--- src/core/cc_pkg.sv ---
/*
 * Constants for the coulomb counter register bank: register addresses,
 * field positions, reset values and the timebase figures.
 * Assumes a 10 MHz system clock; no other file defines these numbers.
 */
package cc_pkg;

    // ------------------------------------------------------------
    // Register addresses (seven-bit command address)
    // ------------------------------------------------------------
    localparam logic [6:0] ADDR_OFFSET     = 7'h73; // Calibrated offset
    localparam logic [6:0] ADDR_TEMP_CLR   = 7'h74; // Temperature step and clears
    localparam logic [6:0] ADDR_MODE       = 7'h75; // Mode and trim threshold
    localparam logic [6:0] ADDR_CT_LOW     = 7'h76; // Charge duration, low byte
    localparam logic [6:0] ADDR_CT_HIGH    = 7'h77; // Charge duration, high byte
    localparam logic [6:0] ADDR_DT_LOW     = 7'h78; // Drain duration, low byte
    localparam logic [6:0] ADDR_DT_HIGH    = 7'h79; // Drain duration, high byte
    localparam logic [6:0] ADDR_SL_LOW     = 7'h7a; // Self loss count, low byte
    localparam logic [6:0] ADDR_SL_HIGH    = 7'h7b; // Self loss count, high byte
    localparam logic [6:0] ADDR_CC_LOW     = 7'h7c; // Charge count, low byte
    localparam logic [6:0] ADDR_CC_HIGH    = 7'h7d; // Charge count, high byte
    localparam logic [6:0] ADDR_DC_LOW     = 7'h7e; // Drain count, low byte
    localparam logic [6:0] ADDR_DC_HIGH    = 7'h7f; // Drain count, high byte

    // ------------------------------------------------------------
    // Command byte and field positions
    // ------------------------------------------------------------
    localparam int CMD_DIR_BIT   = 7;  // 1: host writes, 0: device answers
    localparam int MODE_OVR_BIT  = 7;  // Line override
    localparam int MODE_CAL_BIT  = 6;  // Calibration request
    localparam int MODE_STC_BIT  = 5;  // Slow charge time flag
    localparam int MODE_STD_BIT  = 4;  // Slow drain time flag
    localparam int MODE_TRIM_LSB = 1;  // Trim threshold field, bits 3..1
    localparam int TMP_STEP_LSB  = 5;  // Temperature step, bits 7..5
    localparam int CLR_CT_BIT    = 4;  // Clear charge duration and flag
    localparam int CLR_DT_BIT    = 3;  // Clear drain duration and flag
    localparam int CLR_SL_BIT    = 2;  // Clear self loss count
    localparam int CLR_CC_BIT    = 1;  // Clear charge count
    localparam int CLR_DC_BIT    = 0;  // Clear drain count

    // ------------------------------------------------------------
    // Reset values
    // ------------------------------------------------------------
    localparam logic [2:0]  TRIM_RESET  = 3'h7;     // Smallest threshold
    localparam logic [15:0] COUNT_RESET = 16'h0000; // All counters
    localparam logic [7:0]  BYTE_RESET  = 8'h00;    // Byte registers
    localparam logic [15:0] COUNT_TOP   = 16'hffff; // Last value before wrap

    // ------------------------------------------------------------
    // Timebase: fast and slow duration rates per hour
    // ------------------------------------------------------------
    localparam longint CLK_HZ      = 10_000_000; // System clock rate
    localparam longint HOUR_S      = 3600;       // Seconds per hour
    localparam longint FAST_RATE   = 4096;       // Counts per hour, fast
    localparam longint SLOW_RATE   = 16;         // Counts per hour, slow
    localparam logic [31:0] FAST_CYC = 32'(HOUR_S * CLK_HZ / FAST_RATE);
    localparam logic [31:0] SLOW_CYC = 32'(HOUR_S * CLK_HZ / SLOW_RATE);
    // Self loss divides the slow tick by up to 128 (8 hours per count)
    localparam logic [6:0]  SELF_DIV_FULL = 7'h7f;

endpackage : cc_pkg

--- src/core/cc_dur_if.sv ---
/*
 * Carrier between the register bank and one duration timer.
 * Assumes both ends run on the same system clock.
 */
`timescale 1ns/10ps

interface cc_dur_if;
    logic        run;       // Condition present (charge or drain)
    logic        clr;       // Clear count and slow flag
    logic        fast_tick; // Fast rate tick
    logic        slow_tick; // Slow rate tick
    logic [15:0] count;     // Shared 16-bit count
    logic        slow_flag; // Rolled over an odd number of times

    // ------------------------------------------------------------
    // Views
    // ------------------------------------------------------------
    modport timer (input run, clr, fast_tick, slow_tick, output count, slow_flag);
    modport bank  (output run, clr, fast_tick, slow_tick, input count, slow_flag);
endinterface : cc_dur_if

--- src/core/cc_dur_timer.sv ---
/*
 * One duration timer: 16-bit count with slow flag and rate switch.
 * Assumes ticks are one-cycle pulses from the bank's timebase.
 */
`timescale 1ns/10ps

module cc_dur_timer (
    input wire logic sys_clk,
    input wire logic srst,
    cc_dur_if.timer  dur
);
    logic [15:0] count_q; // Duration count
    logic [15:0] count_d;
    logic        flag_q;  // Slow flag
    logic        flag_d;
    logic        step;    // Advance this cycle
    logic        wrap;    // Advance from the top value

    // Next value: rate follows the flag, wrap toggles the flag
    always_comb begin
        step    = dur.run & (flag_q ? dur.slow_tick : dur.fast_tick);
        wrap    = step & (count_q == cc_pkg::COUNT_TOP);
        count_d = count_q;
        flag_d  = flag_q;
        if (dur.clr) begin
            count_d = cc_pkg::COUNT_RESET;
            flag_d  = 1'b0;
        end else if (step) begin
            count_d = count_q + 16'h0001;
        end
        // A rollover in the clearing cycle is kept: its toggle beats the clear
        if (wrap) begin
            flag_d = ~flag_q;
        end
    end

    // State
    always_ff @(posedge sys_clk) begin
        if (srst) begin
            count_q <= cc_pkg::COUNT_RESET;
            flag_q  <= 1'b0;
        end else begin
            count_q <= count_d;
            flag_q  <= flag_d;
        end
    end

    assign dur.count     = count_q;
    assign dur.slow_flag = flag_q;

    a_timer_fast_step: assert property (@(posedge sys_clk) disable iff (srst)
        dur.run && !flag_q && dur.fast_tick && !dur.clr
        |=> count_q == $past(count_q) + 16'h0001) else $error("fast step lost");
    a_timer_wrap_flag: assert property (@(posedge sys_clk) disable iff (srst)
        step && count_q == 16'hffff |=> flag_q != $past(flag_q) && count_q == 16'h0)
        else $error("rollover did not toggle flag");
    a_timer_slow_hold: assert property (@(posedge sys_clk) disable iff (srst)
        flag_q && !dur.slow_tick && !dur.clr |=> $stable(count_q))
        else $error("slow timer moved without slow tick");
endmodule : cc_dur_timer

--- src/core/cc_regbank.sv ---
/*
 * Coulomb counter register bank: charge, drain and self loss counts,
 * two duration timers, mode and threshold, temperature and clears,
 * calibrated offset, all reached by decoded command bytes.
 * Assumes the serial line framing, the comparator and the offset
 * calibrator sit outside and deliver synchronous one-cycle strobes.
 */
// How it works
// - Drain count increments while A below B
// - Charge count increments while A above B
// - Counts wrap past ffff, no flag
// - Self loss rate follows temperature step
// - Drain timer runs 4096 per hour
// - Charge timer runs at fast rate
// - Drain rollover sets flag, slows timer
// - Charge rollover sets its slow flag
// - Second drain rollover clears the flag
// - Override lets calibration ignore line
// - Override bit self clears after calibration
// - Calibration bit clears when offset loads
// - Slow flags read at bits 5, 4
// - Threshold field resets to seven
// - Threshold equals 3.84 mV over field
// - Temperature step reads at bits 7..5
// - Clear bit zeros pair, reads back 0
// - Clear bits map to counter pairs
// - Offset is eight-bit two's complement
// - Command: address low, direction bit 7
// - Direction 1 writes, 0 reads back
`timescale 1ns/10ps

module cc_regbank #(
    parameter logic [31:0] FAST_CYC = cc_pkg::FAST_CYC, // Fast duration tick
    parameter logic [31:0] SLOW_CYC = cc_pkg::SLOW_CYC  // Slow tick, 16 per hour
) (
    input  wire logic       sys_clk,
    input  wire logic       srst,
    input  wire logic       cmd_valid,     // Command byte complete
    input  wire logic [7:0] command_byte,  // Direction and address
    input  wire logic [7:0] wr_data,       // Data byte for a write
    output logic [7:0]      rd_data,       // Answer byte
    output logic            rd_valid,      // Answer strobe
    input  wire logic       sense_pulse,   // One conversion quantum
    input  wire logic       sense_a_lt_b,  // Drain polarity
    input  wire logic       sense_a_gt_b,  // Charge polarity
    input  wire logic       sense_below,   // Magnitude below threshold
    input  wire logic       line_low,      // Host line sits low
    input  wire logic [2:0] temperature_step,
    input  wire logic       cal_done,      // Calibrator finished
    input  wire logic [7:0] cal_offset,    // Result of calibration
    output logic            cal_run,       // Calibration may proceed
    output logic [2:0]      trim_threshold_field
);
    // ------------------------------------------------------------
    // Timebase
    // ------------------------------------------------------------
    logic fast_tick; // Fast duration tick
    logic slow_tick; // 16 per hour tick

    // Dividers free run from reset; host clears never realign them,
    // so a count may step right after a clear
    // Fast divider paces both duration timers before rollover
    cc_tick_gen #(.PERIOD(FAST_CYC)) u_fast (
        .sys_clk (sys_clk),
        .srst    (srst),
        .tick    (fast_tick)
    );
    // Slow divider paces slowed timers and the self loss divider
    cc_tick_gen #(.PERIOD(SLOW_CYC)) u_slow (
        .sys_clk (sys_clk),
        .srst    (srst),
        .tick    (slow_tick)
    );

    // ------------------------------------------------------------
    // Duration timers
    // ------------------------------------------------------------
    cc_dur_if charge_dur (); // Charge duration carrier
    cc_dur_if drain_dur  (); // Drain duration carrier
    logic [4:0] clr_q;       // Pending clear bits
    logic [4:0] clr_d;

    // Polarity levels run the timers; both share one tick pair
    // A pending clear reaches the timer the cycle after the write
    assign charge_dur.run       = sense_a_gt_b;
    assign charge_dur.clr       = clr_q[cc_pkg::CLR_CT_BIT];
    assign charge_dur.fast_tick = fast_tick;
    assign charge_dur.slow_tick = slow_tick;
    assign drain_dur.run        = sense_a_lt_b;
    assign drain_dur.clr        = clr_q[cc_pkg::CLR_DT_BIT];
    assign drain_dur.fast_tick  = fast_tick;
    assign drain_dur.slow_tick  = slow_tick;

    // One identical timer per direction
    cc_dur_timer u_charge_time (
        .sys_clk (sys_clk),
        .srst    (srst),
        .dur     (charge_dur)
    );
    cc_dur_timer u_drain_time (
        .sys_clk (sys_clk),
        .srst    (srst),
        .dur     (drain_dur)
    );

    // ------------------------------------------------------------
    // Command decode
    // ------------------------------------------------------------
    logic       wr_cmd; // Host write request
    logic       rd_cmd; // Host read request
    logic [6:0] addr;   // Register address

    always_comb begin
        addr   = command_byte[6:0];
        // One direction bit decides: never read and write together
        wr_cmd = cmd_valid & command_byte[cc_pkg::CMD_DIR_BIT];
        rd_cmd = cmd_valid & ~command_byte[cc_pkg::CMD_DIR_BIT];
    end

    // ------------------------------------------------------------
    // Accumulators and control state
    // ------------------------------------------------------------
    // Plain 16-bit counts: both bytes come from one adder
    logic [15:0] drain_cnt_q;  // Drain count
    logic [15:0] drain_cnt_d;
    logic [15:0] charge_cnt_q; // Charge count
    logic [15:0] charge_cnt_d;
    logic [15:0] self_cnt_q;   // Self loss count
    logic [15:0] self_cnt_d;
    logic [6:0]  self_div_q;   // Slow ticks since last self loss step
    logic [6:0]  self_div_d;
    logic [6:0]  self_mask;    // Divider bits ignored at this step
    logic        self_step;    // Self loss advances
    logic        ovr_q;        // Line override
    logic        ovr_d;
    logic        cal_q;        // Calibration request
    logic        cal_d;
    logic [2:0]  trim_q;       // Threshold divisor
    logic [2:0]  trim_d;
    logic [7:0]  offset_q;     // Calibrated offset, signed
    logic [7:0]  offset_d;
    logic        cal_take;     // Calibration result accepted

    // One process for all bank registers except the duration timers and answer registers keeps priorities in one place
    // Next values of counts, clears and mode bits
    always_comb begin
        drain_cnt_d  = drain_cnt_q;
        charge_cnt_d = charge_cnt_q;
        self_cnt_d   = self_cnt_q;
        self_div_d   = self_div_q;
        ovr_d        = ovr_q;
        cal_d        = cal_q;
        trim_d       = trim_q;
        offset_d     = offset_q;
        clr_d        = 5'h00;
        // Clear bits live one cycle unless written again
        // Plain increments wrap from ffff to zero
        if (sense_pulse && sense_a_lt_b) begin
            drain_cnt_d = drain_cnt_q + 16'h0001;
        end
        if (sense_pulse && sense_a_gt_b) begin
            charge_cnt_d = charge_cnt_q + 16'h0001;
        end
        // Mask hides the upper divider bits, so step k counts once
        // every 2^(7-k) slow ticks: 16 an hour hot, 1 in 8 hours cold
        // Hot steps need fewer slow ticks: mask shrinks as it cools
        self_mask = 7'(cc_pkg::SELF_DIV_FULL << (3'h7 - temperature_step));
        self_step = slow_tick && ((self_div_q | self_mask) == cc_pkg::SELF_DIV_FULL);
        if (slow_tick) begin
            self_div_d = self_step ? 7'h00 : self_div_q + 7'h01;
        end
        if (self_step) begin
            self_cnt_d = self_cnt_q + 16'h0001;
        end
        // Clears act one cycle after the write, then read back as 0
        if (clr_q[cc_pkg::CLR_DC_BIT]) begin
            drain_cnt_d = cc_pkg::COUNT_RESET;
        end
        if (clr_q[cc_pkg::CLR_CC_BIT]) begin
            charge_cnt_d = cc_pkg::COUNT_RESET;
        end
        if (clr_q[cc_pkg::CLR_SL_BIT]) begin
            self_cnt_d = cc_pkg::COUNT_RESET;
        end
        // Offset calibration completes only while requested
        // A result after the host dropped the request is lost
        cal_take = cal_done & cal_q;
        if (cal_take) begin
            offset_d = cal_offset;
            cal_d    = 1'b0;
            ovr_d    = 1'b0;
        end
        // Host writes come last so a host set beats a device clear
        if (wr_cmd) begin
            case (addr)
                cc_pkg::ADDR_OFFSET: begin
                    offset_d = wr_data;
                end
                cc_pkg::ADDR_TEMP_CLR: begin
                    clr_d = wr_data[4:0];
                end
                cc_pkg::ADDR_MODE: begin
                    // Flags stay hardware owned; bit 0 is not stored
                    // Trim of zero is stored; the host must not write it
                    ovr_d  = wr_data[cc_pkg::MODE_OVR_BIT];
                    cal_d  = wr_data[cc_pkg::MODE_CAL_BIT];
                    trim_d = wr_data[cc_pkg::MODE_TRIM_LSB +: 3];
                end
                default: begin
                    // Read-only or unmapped: ignored
                end
            endcase
        end
    end

    // State of counts and control
    // Synchronous reset; counts restart from zero
    always_ff @(posedge sys_clk) begin
        if (srst) begin
            drain_cnt_q  <= cc_pkg::COUNT_RESET;
            charge_cnt_q <= cc_pkg::COUNT_RESET;
            self_cnt_q   <= cc_pkg::COUNT_RESET;
            self_div_q   <= 7'h00;
            ovr_q        <= 1'b0;
            cal_q        <= 1'b0;
            trim_q       <= cc_pkg::TRIM_RESET;
            offset_q     <= cc_pkg::BYTE_RESET;
            clr_q        <= 5'h00;
        end else begin
            drain_cnt_q  <= drain_cnt_d;
            charge_cnt_q <= charge_cnt_d;
            self_cnt_q   <= self_cnt_d;
            self_div_q   <= self_div_d;
            ovr_q        <= ovr_d;
            cal_q        <= cal_d;
            trim_q       <= trim_d;
            offset_q     <= offset_d;
            clr_q        <= clr_d;
        end
    end

    // ------------------------------------------------------------
    // Calibration gate
    // ------------------------------------------------------------
    // Threshold is 3.84 mV divided by this field; the analog side scales
    // Gate is a level; the calibrator must see it stand to start
    always_comb begin
        trim_threshold_field = trim_q;
        cal_run = cal_q & sense_below & (ovr_q | line_low);
    end

    // ------------------------------------------------------------
    // Read path
    // ------------------------------------------------------------
    logic [7:0] mode_val; // Assembled mode byte
    logic [7:0] rd_mux;   // Selected register
    logic [7:0] rd_data_q;
    logic [7:0] rd_data_d;
    logic       rd_valid_q;
    logic       rd_valid_d;

    // Bytes are read one at a time: a carry between two reads can tear
    // a count, so the host rereads the high byte when it matters
    // Byte select; high at odd address, low at even, one shared count
    always_comb begin
        mode_val = {ovr_q, cal_q, charge_dur.slow_flag, drain_dur.slow_flag,
                    trim_q, 1'b0};
        case (addr)
            cc_pkg::ADDR_OFFSET:   rd_mux = offset_q;
            cc_pkg::ADDR_TEMP_CLR: rd_mux = {temperature_step, clr_q};
            cc_pkg::ADDR_MODE:     rd_mux = mode_val;
            cc_pkg::ADDR_CT_LOW:   rd_mux = charge_dur.count[7:0];
            cc_pkg::ADDR_CT_HIGH:  rd_mux = charge_dur.count[15:8];
            cc_pkg::ADDR_DT_LOW:   rd_mux = drain_dur.count[7:0];
            cc_pkg::ADDR_DT_HIGH:  rd_mux = drain_dur.count[15:8];
            cc_pkg::ADDR_SL_LOW:   rd_mux = self_cnt_q[7:0];
            cc_pkg::ADDR_SL_HIGH:  rd_mux = self_cnt_q[15:8];
            cc_pkg::ADDR_CC_LOW:   rd_mux = charge_cnt_q[7:0];
            cc_pkg::ADDR_CC_HIGH:  rd_mux = charge_cnt_q[15:8];
            cc_pkg::ADDR_DC_LOW:   rd_mux = drain_cnt_q[7:0];
            cc_pkg::ADDR_DC_HIGH:  rd_mux = drain_cnt_q[15:8];
            default:               rd_mux = 8'h00; // Unmapped reads zero
        endcase
        rd_valid_d = rd_cmd;
        rd_data_d  = rd_cmd ? rd_mux : rd_data_q;
    end

    // Answer registers
    // rd_data holds the last answer for a slow host
    always_ff @(posedge sys_clk) begin
        if (srst) begin
            rd_data_q  <= 8'h00;
            rd_valid_q <= 1'b0;
        end else begin
            rd_data_q  <= rd_data_d;
            rd_valid_q <= rd_valid_d;
        end
    end

    assign rd_data  = rd_data_q;
    assign rd_valid = rd_valid_q;

    // ------------------------------------------------------------
    // Checks
    // ------------------------------------------------------------
    a_drain_count_inc: assert property (@(posedge sys_clk) disable iff (srst)
        sense_pulse && sense_a_lt_b && !clr_q[0]
        |=> drain_cnt_q == $past(drain_cnt_q) + 16'h0001) else $error("drain count missed");
    a_charge_count_inc: assert property (@(posedge sys_clk) disable iff (srst)
        sense_pulse && sense_a_gt_b && !clr_q[1]
        |=> charge_cnt_q == $past(charge_cnt_q) + 16'h0001) else $error("charge count missed");
    a_count_wraps: assert property (@(posedge sys_clk) disable iff (srst)
        charge_cnt_q == 16'hffff && sense_pulse && sense_a_gt_b
        |=> charge_cnt_q == 16'h0000) else $error("charge count did not wrap");
    a_self_loss_hot: assert property (@(posedge sys_clk) disable iff (srst)
        slow_tick && temperature_step == 3'h7 && !clr_q[2]
        |=> self_cnt_q == $past(self_cnt_q) + 16'h0001) else $error("hot self loss missed");
    a_cal_gate: assert property (@(posedge sys_clk) disable iff (srst)
        cal_run |-> sense_below && cal_q && (ovr_q || line_low))
        else $error("calibration gated wrongly");
    a_cal_clears_bits: assert property (@(posedge sys_clk) disable iff (srst)
        cal_done && cal_q && !wr_cmd
        |=> !cal_q && !ovr_q && offset_q == $past(cal_offset)) else $error("cal completion");
    a_trim_reset: assert property (@(posedge sys_clk)
        $past(srst) |-> trim_q == 3'h7) else $error("trim field not seven after reset");
    a_clear_returns: assert property (@(posedge sys_clk) disable iff (srst)
        wr_cmd && addr == 7'h74 && wr_data[0] && !(rd_cmd)
        |=> ##1 (clr_q == 5'h00 || $past(wr_cmd)) && drain_cnt_q == 16'h0000)
        else $error("clear failed");
    // Clears land one edge after the write edge, checked on the edge after that
    a_clear_self: assert property (@(posedge sys_clk) disable iff (srst)
        wr_cmd && addr == 7'h74 && wr_data[2]
        |=> ##1 self_cnt_q == 16'h0000) else $error("self loss clear failed");
    a_read_answer: assert property (@(posedge sys_clk) disable iff (srst)
        rd_cmd && addr == 7'h73 |=> rd_valid && rd_data == $past(offset_q))
        else $error("read answer wrong");
    a_mode_bit0: assert property (@(posedge sys_clk) disable iff (srst)
        rd_cmd && addr == 7'h75 |=> rd_data[0] == 1'b0
        && rd_data[5] == $past(charge_dur.slow_flag)) else $error("mode read wrong");
endmodule : cc_regbank

--- src/core/cc_tick_gen.sv ---
/*
 * Free running divider giving a one-cycle tick every PERIOD clocks.
 * Assumes a synchronous active-high reset.
 */
`timescale 1ns/10ps

module cc_tick_gen #(
    parameter logic [31:0] PERIOD = 32'h0000_0010
) (
    input  wire logic sys_clk,
    input  wire logic srst,
    output logic      tick
);
    logic [31:0] cnt_q;  // Cycles since last tick
    logic [31:0] cnt_d;
    logic        tick_q; // Registered tick
    logic        tick_d;

    // Next value: wrap at PERIOD-1 and pulse
    always_comb begin
        tick_d = (cnt_q == PERIOD - 32'h1);
        cnt_d  = tick_d ? 32'h0 : cnt_q + 32'h1;
    end

    // State
    always_ff @(posedge sys_clk) begin
        if (srst) begin
            cnt_q  <= 32'h0;
            tick_q <= 1'b0;
        end else begin
            cnt_q  <= cnt_d;
            tick_q <= tick_d;
        end
    end

    assign tick = tick_q;

    // Tick stands one cycle, except with a period of one, where it never drops
    a_tick_single: assert property (@(posedge sys_clk) disable iff (srst)
        tick |=> tick == (PERIOD == 32'h1)) else $error("tick length wrong");
endmodule : cc_tick_gen

--- config.mk ---
export PLATFORM = sky130hd
export DESIGN_NAME = cc_regbank
export DESIGN_NICKNAME = d
export VERILOG_FILES = /design/src/core/cc_pkg.sv /design/src/core/cc_dur_if.sv /design/src/core/cc_dur_timer.sv /design/src/core/cc_regbank.sv /design/src/core/cc_tick_gen.sv
export SDC_FILE = /design/constraint.sdc
export NUM_CORES = 1
export LEC_CHECK = 0
export BUFFER_PORTS_ARGS = -buffer_cell sky130_fd_sc_hd__buf_4
export CORE_ASPECT_RATIO = 2
export CORE_MARGIN = 10
export CORE_UTILIZATION = 45
export DETAILED_ROUTE_END_ITERATION = 10
export GPL_ROUTABILITY_DRIVEN = 0
export SLEW_MARGIN = 15
export SYNTH_ARGS = -nofsm -noshare
export SYNTH_HDL_FRONTEND = slang
export SYNTH_SLANG_ARGS = --single-unit
--- constraint.sdc ---
create_clock -name sys_clk -period 3.3 [get_ports sys_clk]
set_input_delay 0.165 -clock sys_clk [delete_from_list [all_inputs] [get_ports sys_clk]]
set_output_delay 0.165 -clock sys_clk [all_outputs]
set_load 0.005 [all_outputs]
==> flow_summary_export.csv <==
group,metric,value,unit
timing,min_period,2.27,ns
layout,drive_gt1_frac,0.118,
placed_design,port_buffers,48,
yosys,synth_warnings,0,
timing,hold_slack,0.0192,ns
layout,fin_cells,1368,
yosys,synth-async-reset-ratio,0,
clock_tree,clk_pin_slew,0.07,ns
yosys,synth_seq_area_share,0.404,
setup_path,worstSetupPathType,"flip-flop to flip-flop",
clock_tree,cts_tree,"built",
placed_design,hpwlAfterDp,18600,µm
job,drv_cap,0,
pwr,leakage,0.00322,µW
floorplanning,die_x,120,µm
drt,routed_wl,25000,µm
yosys,synth_edf_count,0,
timing,worst_slew_pin_slew,0.990,ns
setup_path,worstSetupStartpointType,"flip-flop",
drt,via_per_inst,5.70,
floorplanning,die_h,220,µm
placed_design,dp_slack,0.993,ns
drt,avgRoutedWirePerCell,18.3,µm
clock_tree,cts_buffers,17,
timing,setup_viol,0,
floorplanning,die_area,26400,µm²
global_routing,grt_max_degree,39,
layout,nFillCells,1931,
yosys,avgSynthCellArea,8.44,µm²
setup_path,crit_required,3.69,ns
setup_path,crit_path_top_delay_cell,"or4_2",
timing,setup_tns,0,ns
layout,nets,1138,
yosys,synthDistinctLibCells,66,
layout,utilization,0.513,
yosys,syn_nets,1113,
setup_path,cpPeakStageDelay,0.79,ns
global_routing,grt_use_total,0.190,
yosys,synth_ff_type,"dfxtp_1",
layout,antenna_cells,0,
timing,setup_slack,1.03,ns
timing,max-slew-margin-rel,0.335,
clock_tree,root_buffer,"clkbuf_16",
timing,hold_viol_final,0,
setup_path,crit_fanout,16,
setup_path,end_kind,"flip-flop",
floorplanning,core_area,19800,µm²
floorplanning,row_count,73,
global_routing,grt_pass1_wl,39500,µm
outcome,outcome,"completed",
timing,skew,0.00654,ns
clock_tree,clock_path_buffers,2,
global_routing,antenna_found_initial,0,
yosys,ys_seq_elements,182,
pwr,ir_drop,406,µV
layout,regArea,3640,µm²
setup_path,critPathArrivalTime,2.66,ns
global_routing,grt_pass1_vias,7503,
yosys,syn_area,9020,µm²
drt,drt-pass1-iter-count,5,
timing,rsz0062_at_grt,"false",
clock_tree,postCtsSetupBuffers,0,
timing,fmax,441,MHz
drt,drtIter0Drc,471,
timing,period_share,0.688,
floorplanning,start_util,0.455,
pwr,powerDensity,445,nW/µm²
layout,area_growth,12.8,%
global_routing,grt-ovfl-total,0,
drt,drc,0,
yosys,syn-instance-count,1068,
clock_tree,clkLatencyLatePin,0.46,ns
setup_path,cp_cell_sequence,"ha_1, and4_1, nand3_1, or4_2, a21oi_1",
timing,slew_viol_final,0,
drt,vias,7802,
layout,multi_input_area,5000,µm²
drt,postRouteAntennaNets,0,
worst_hold_path,min_path_type,"input pin to flip-flop",
clock_tree,htreeDepth,4,
clock_tree,cts.sinks,182,
floorplanning,io_pins,49,
placed_design,dp.cells,1330,
where the power goes:
part	internal, µW	switching, µW
clock	1200	905
combinational	73.7	125
sequential	2210	13.9
worst paths after layout:
kind / from / to / slack, ns / depth (start not counted)
worst max register to register: u_slow.cnt_q[0]$_SDFF_PP0_ / u_slow.cnt_q[16]$_SDFF_PP0_ / 1.03 / 5
worst min register to register: u_slow.cnt_q[0]$_SDFF_PP0_ / u_slow.cnt_q[0]$_SDFF_PP0_ / 0.47 / 1
worst min-delay path: cal_offset[6] / offset_q[6]$_SDFF_PP0_ / 0.02 / 3
worst max-delay path: u_slow.cnt_q[0]$_SDFF_PP0_ / u_slow.cnt_q[16]$_SDFF_PP0_ / 1.03 / 5
layout make-up:
class / count / area share
inverter: 43 / 0.0159
sequential: 182 / 0.358
clock buffer: 19 / 0.0435
clock inverter: 13 / 0.0154
timing repair buffer: 57 / 0.0435
tap: 262 / 0.0322
multi-input combinational: 792 / 0.491
metrics by stage:
stage | instance area (µm²) | total power [µW]
2_1_floorplan | 9020 | 2390
3_3_place_gp | 9510 | 2460
3_5_place_dp | 9510 | 2460
4_1_cts | 10200 | 4580
5_1_grt | 10200 | 4670
6_report | 10200 | 4530
worst max-delay path: cells and delay by family, from the launching register on:
kind,cells,cell delay [ns]
AND/OR/NAND/NOR,3,1.47
adder cells (fa/ha/maj),1,0.21
flip-flops,1,0.38
AO/OA/AOI/OAI,1,0.14
cell usage after synthesis (9+ instances only):
cell type | n | area [µm²]
and2_1 | 11 | 68.8
clkbuf_1 | 39 | 146
xor2_1 | 28 | 245
mux2i_1 | 14 | 140
a21oi_1 | 51 | 255
o21ai_0 | 34 | 170
or3_1 | 35 | 219
nor2_2 | 15 | 93.8
and4_1 | 13 | 114
nand3_1 | 57 | 285
nand2_1 | 75 | 282
nor2_1 | 129 | 484
and3_1 | 10 | 62.6
xnor2_1 | 77 | 674
dfxtp_1 | 182 | 3640
inv_1 | 42 | 158
a311oi_1 | 11 | 96.3
ha_1 | 9 | 113
mux4_2 | 9 | 203
a22oi_1 | 15 | 113
nor4_1 | 28 | 175
nand4_1 | 27 | 169
nor3_1 | 51 | 255
flip-flops by register name (all words and copies together), names as in the netlist, 16 cells and up:
register	count
u_drain_time.dur.count	16
u_charge_time.dur.count	16
drain_cnt_q	16
u_slow.cnt_q	32
charge_cnt_q	16
u_fast.cnt_q	32
self_cnt_q	16
routing by layer:
| metal | up-vias | part of all wire | GRT usage |
|---|---|---|---|
| met1 | 3718 | 0.39 | 0.194 |
| met4 | 0 | 0.057 | 0.126 |
| met5 | - | 0 | 0 |
| met3 | 71 | 0.036 | 0.0406 |
| met2 | 165 | 0.52 | 0.342 |
| li1 | 3848 | - | - |
cells by family (layout without fill, tap and decap cells):
kind of cell / Yosys count / after routing / synth area share
AOI/OAI and AO/OA: 152 / 152 / 0.108
xor gates and xnor gates: 105 / 105 / 0.102
adders and majority gates: 9 / 9 / 0.0125
buffers and inverters: 94 / 132 / 0.0434
DFF: 182 / 182 / 0.404
muxes: 30 / 30 / 0.0468
and+or+nand+nor: 496 / 496 / 0.284
timing repair:
action,CTS,global route
hold buffers,6,0
resized for setup,0,0
setup endpoints to repair,0,0
hold endpoints to repair,9,0
layout by cell type, fill, tap and decap left out, drive strengths merged, types with 27 or more instances in the layout:
cell / count
nand2: 75
nor4: 29
nand3: 57
inv: 42
xor2: 28
o21ai: 35
xnor2: 77
or3: 35
a21oi: 51
nor3: 51
dfxtp: 182
nor2: 145
buf: 51
nand4: 27
No activity file was read; power rests on OpenSTA's default activity.
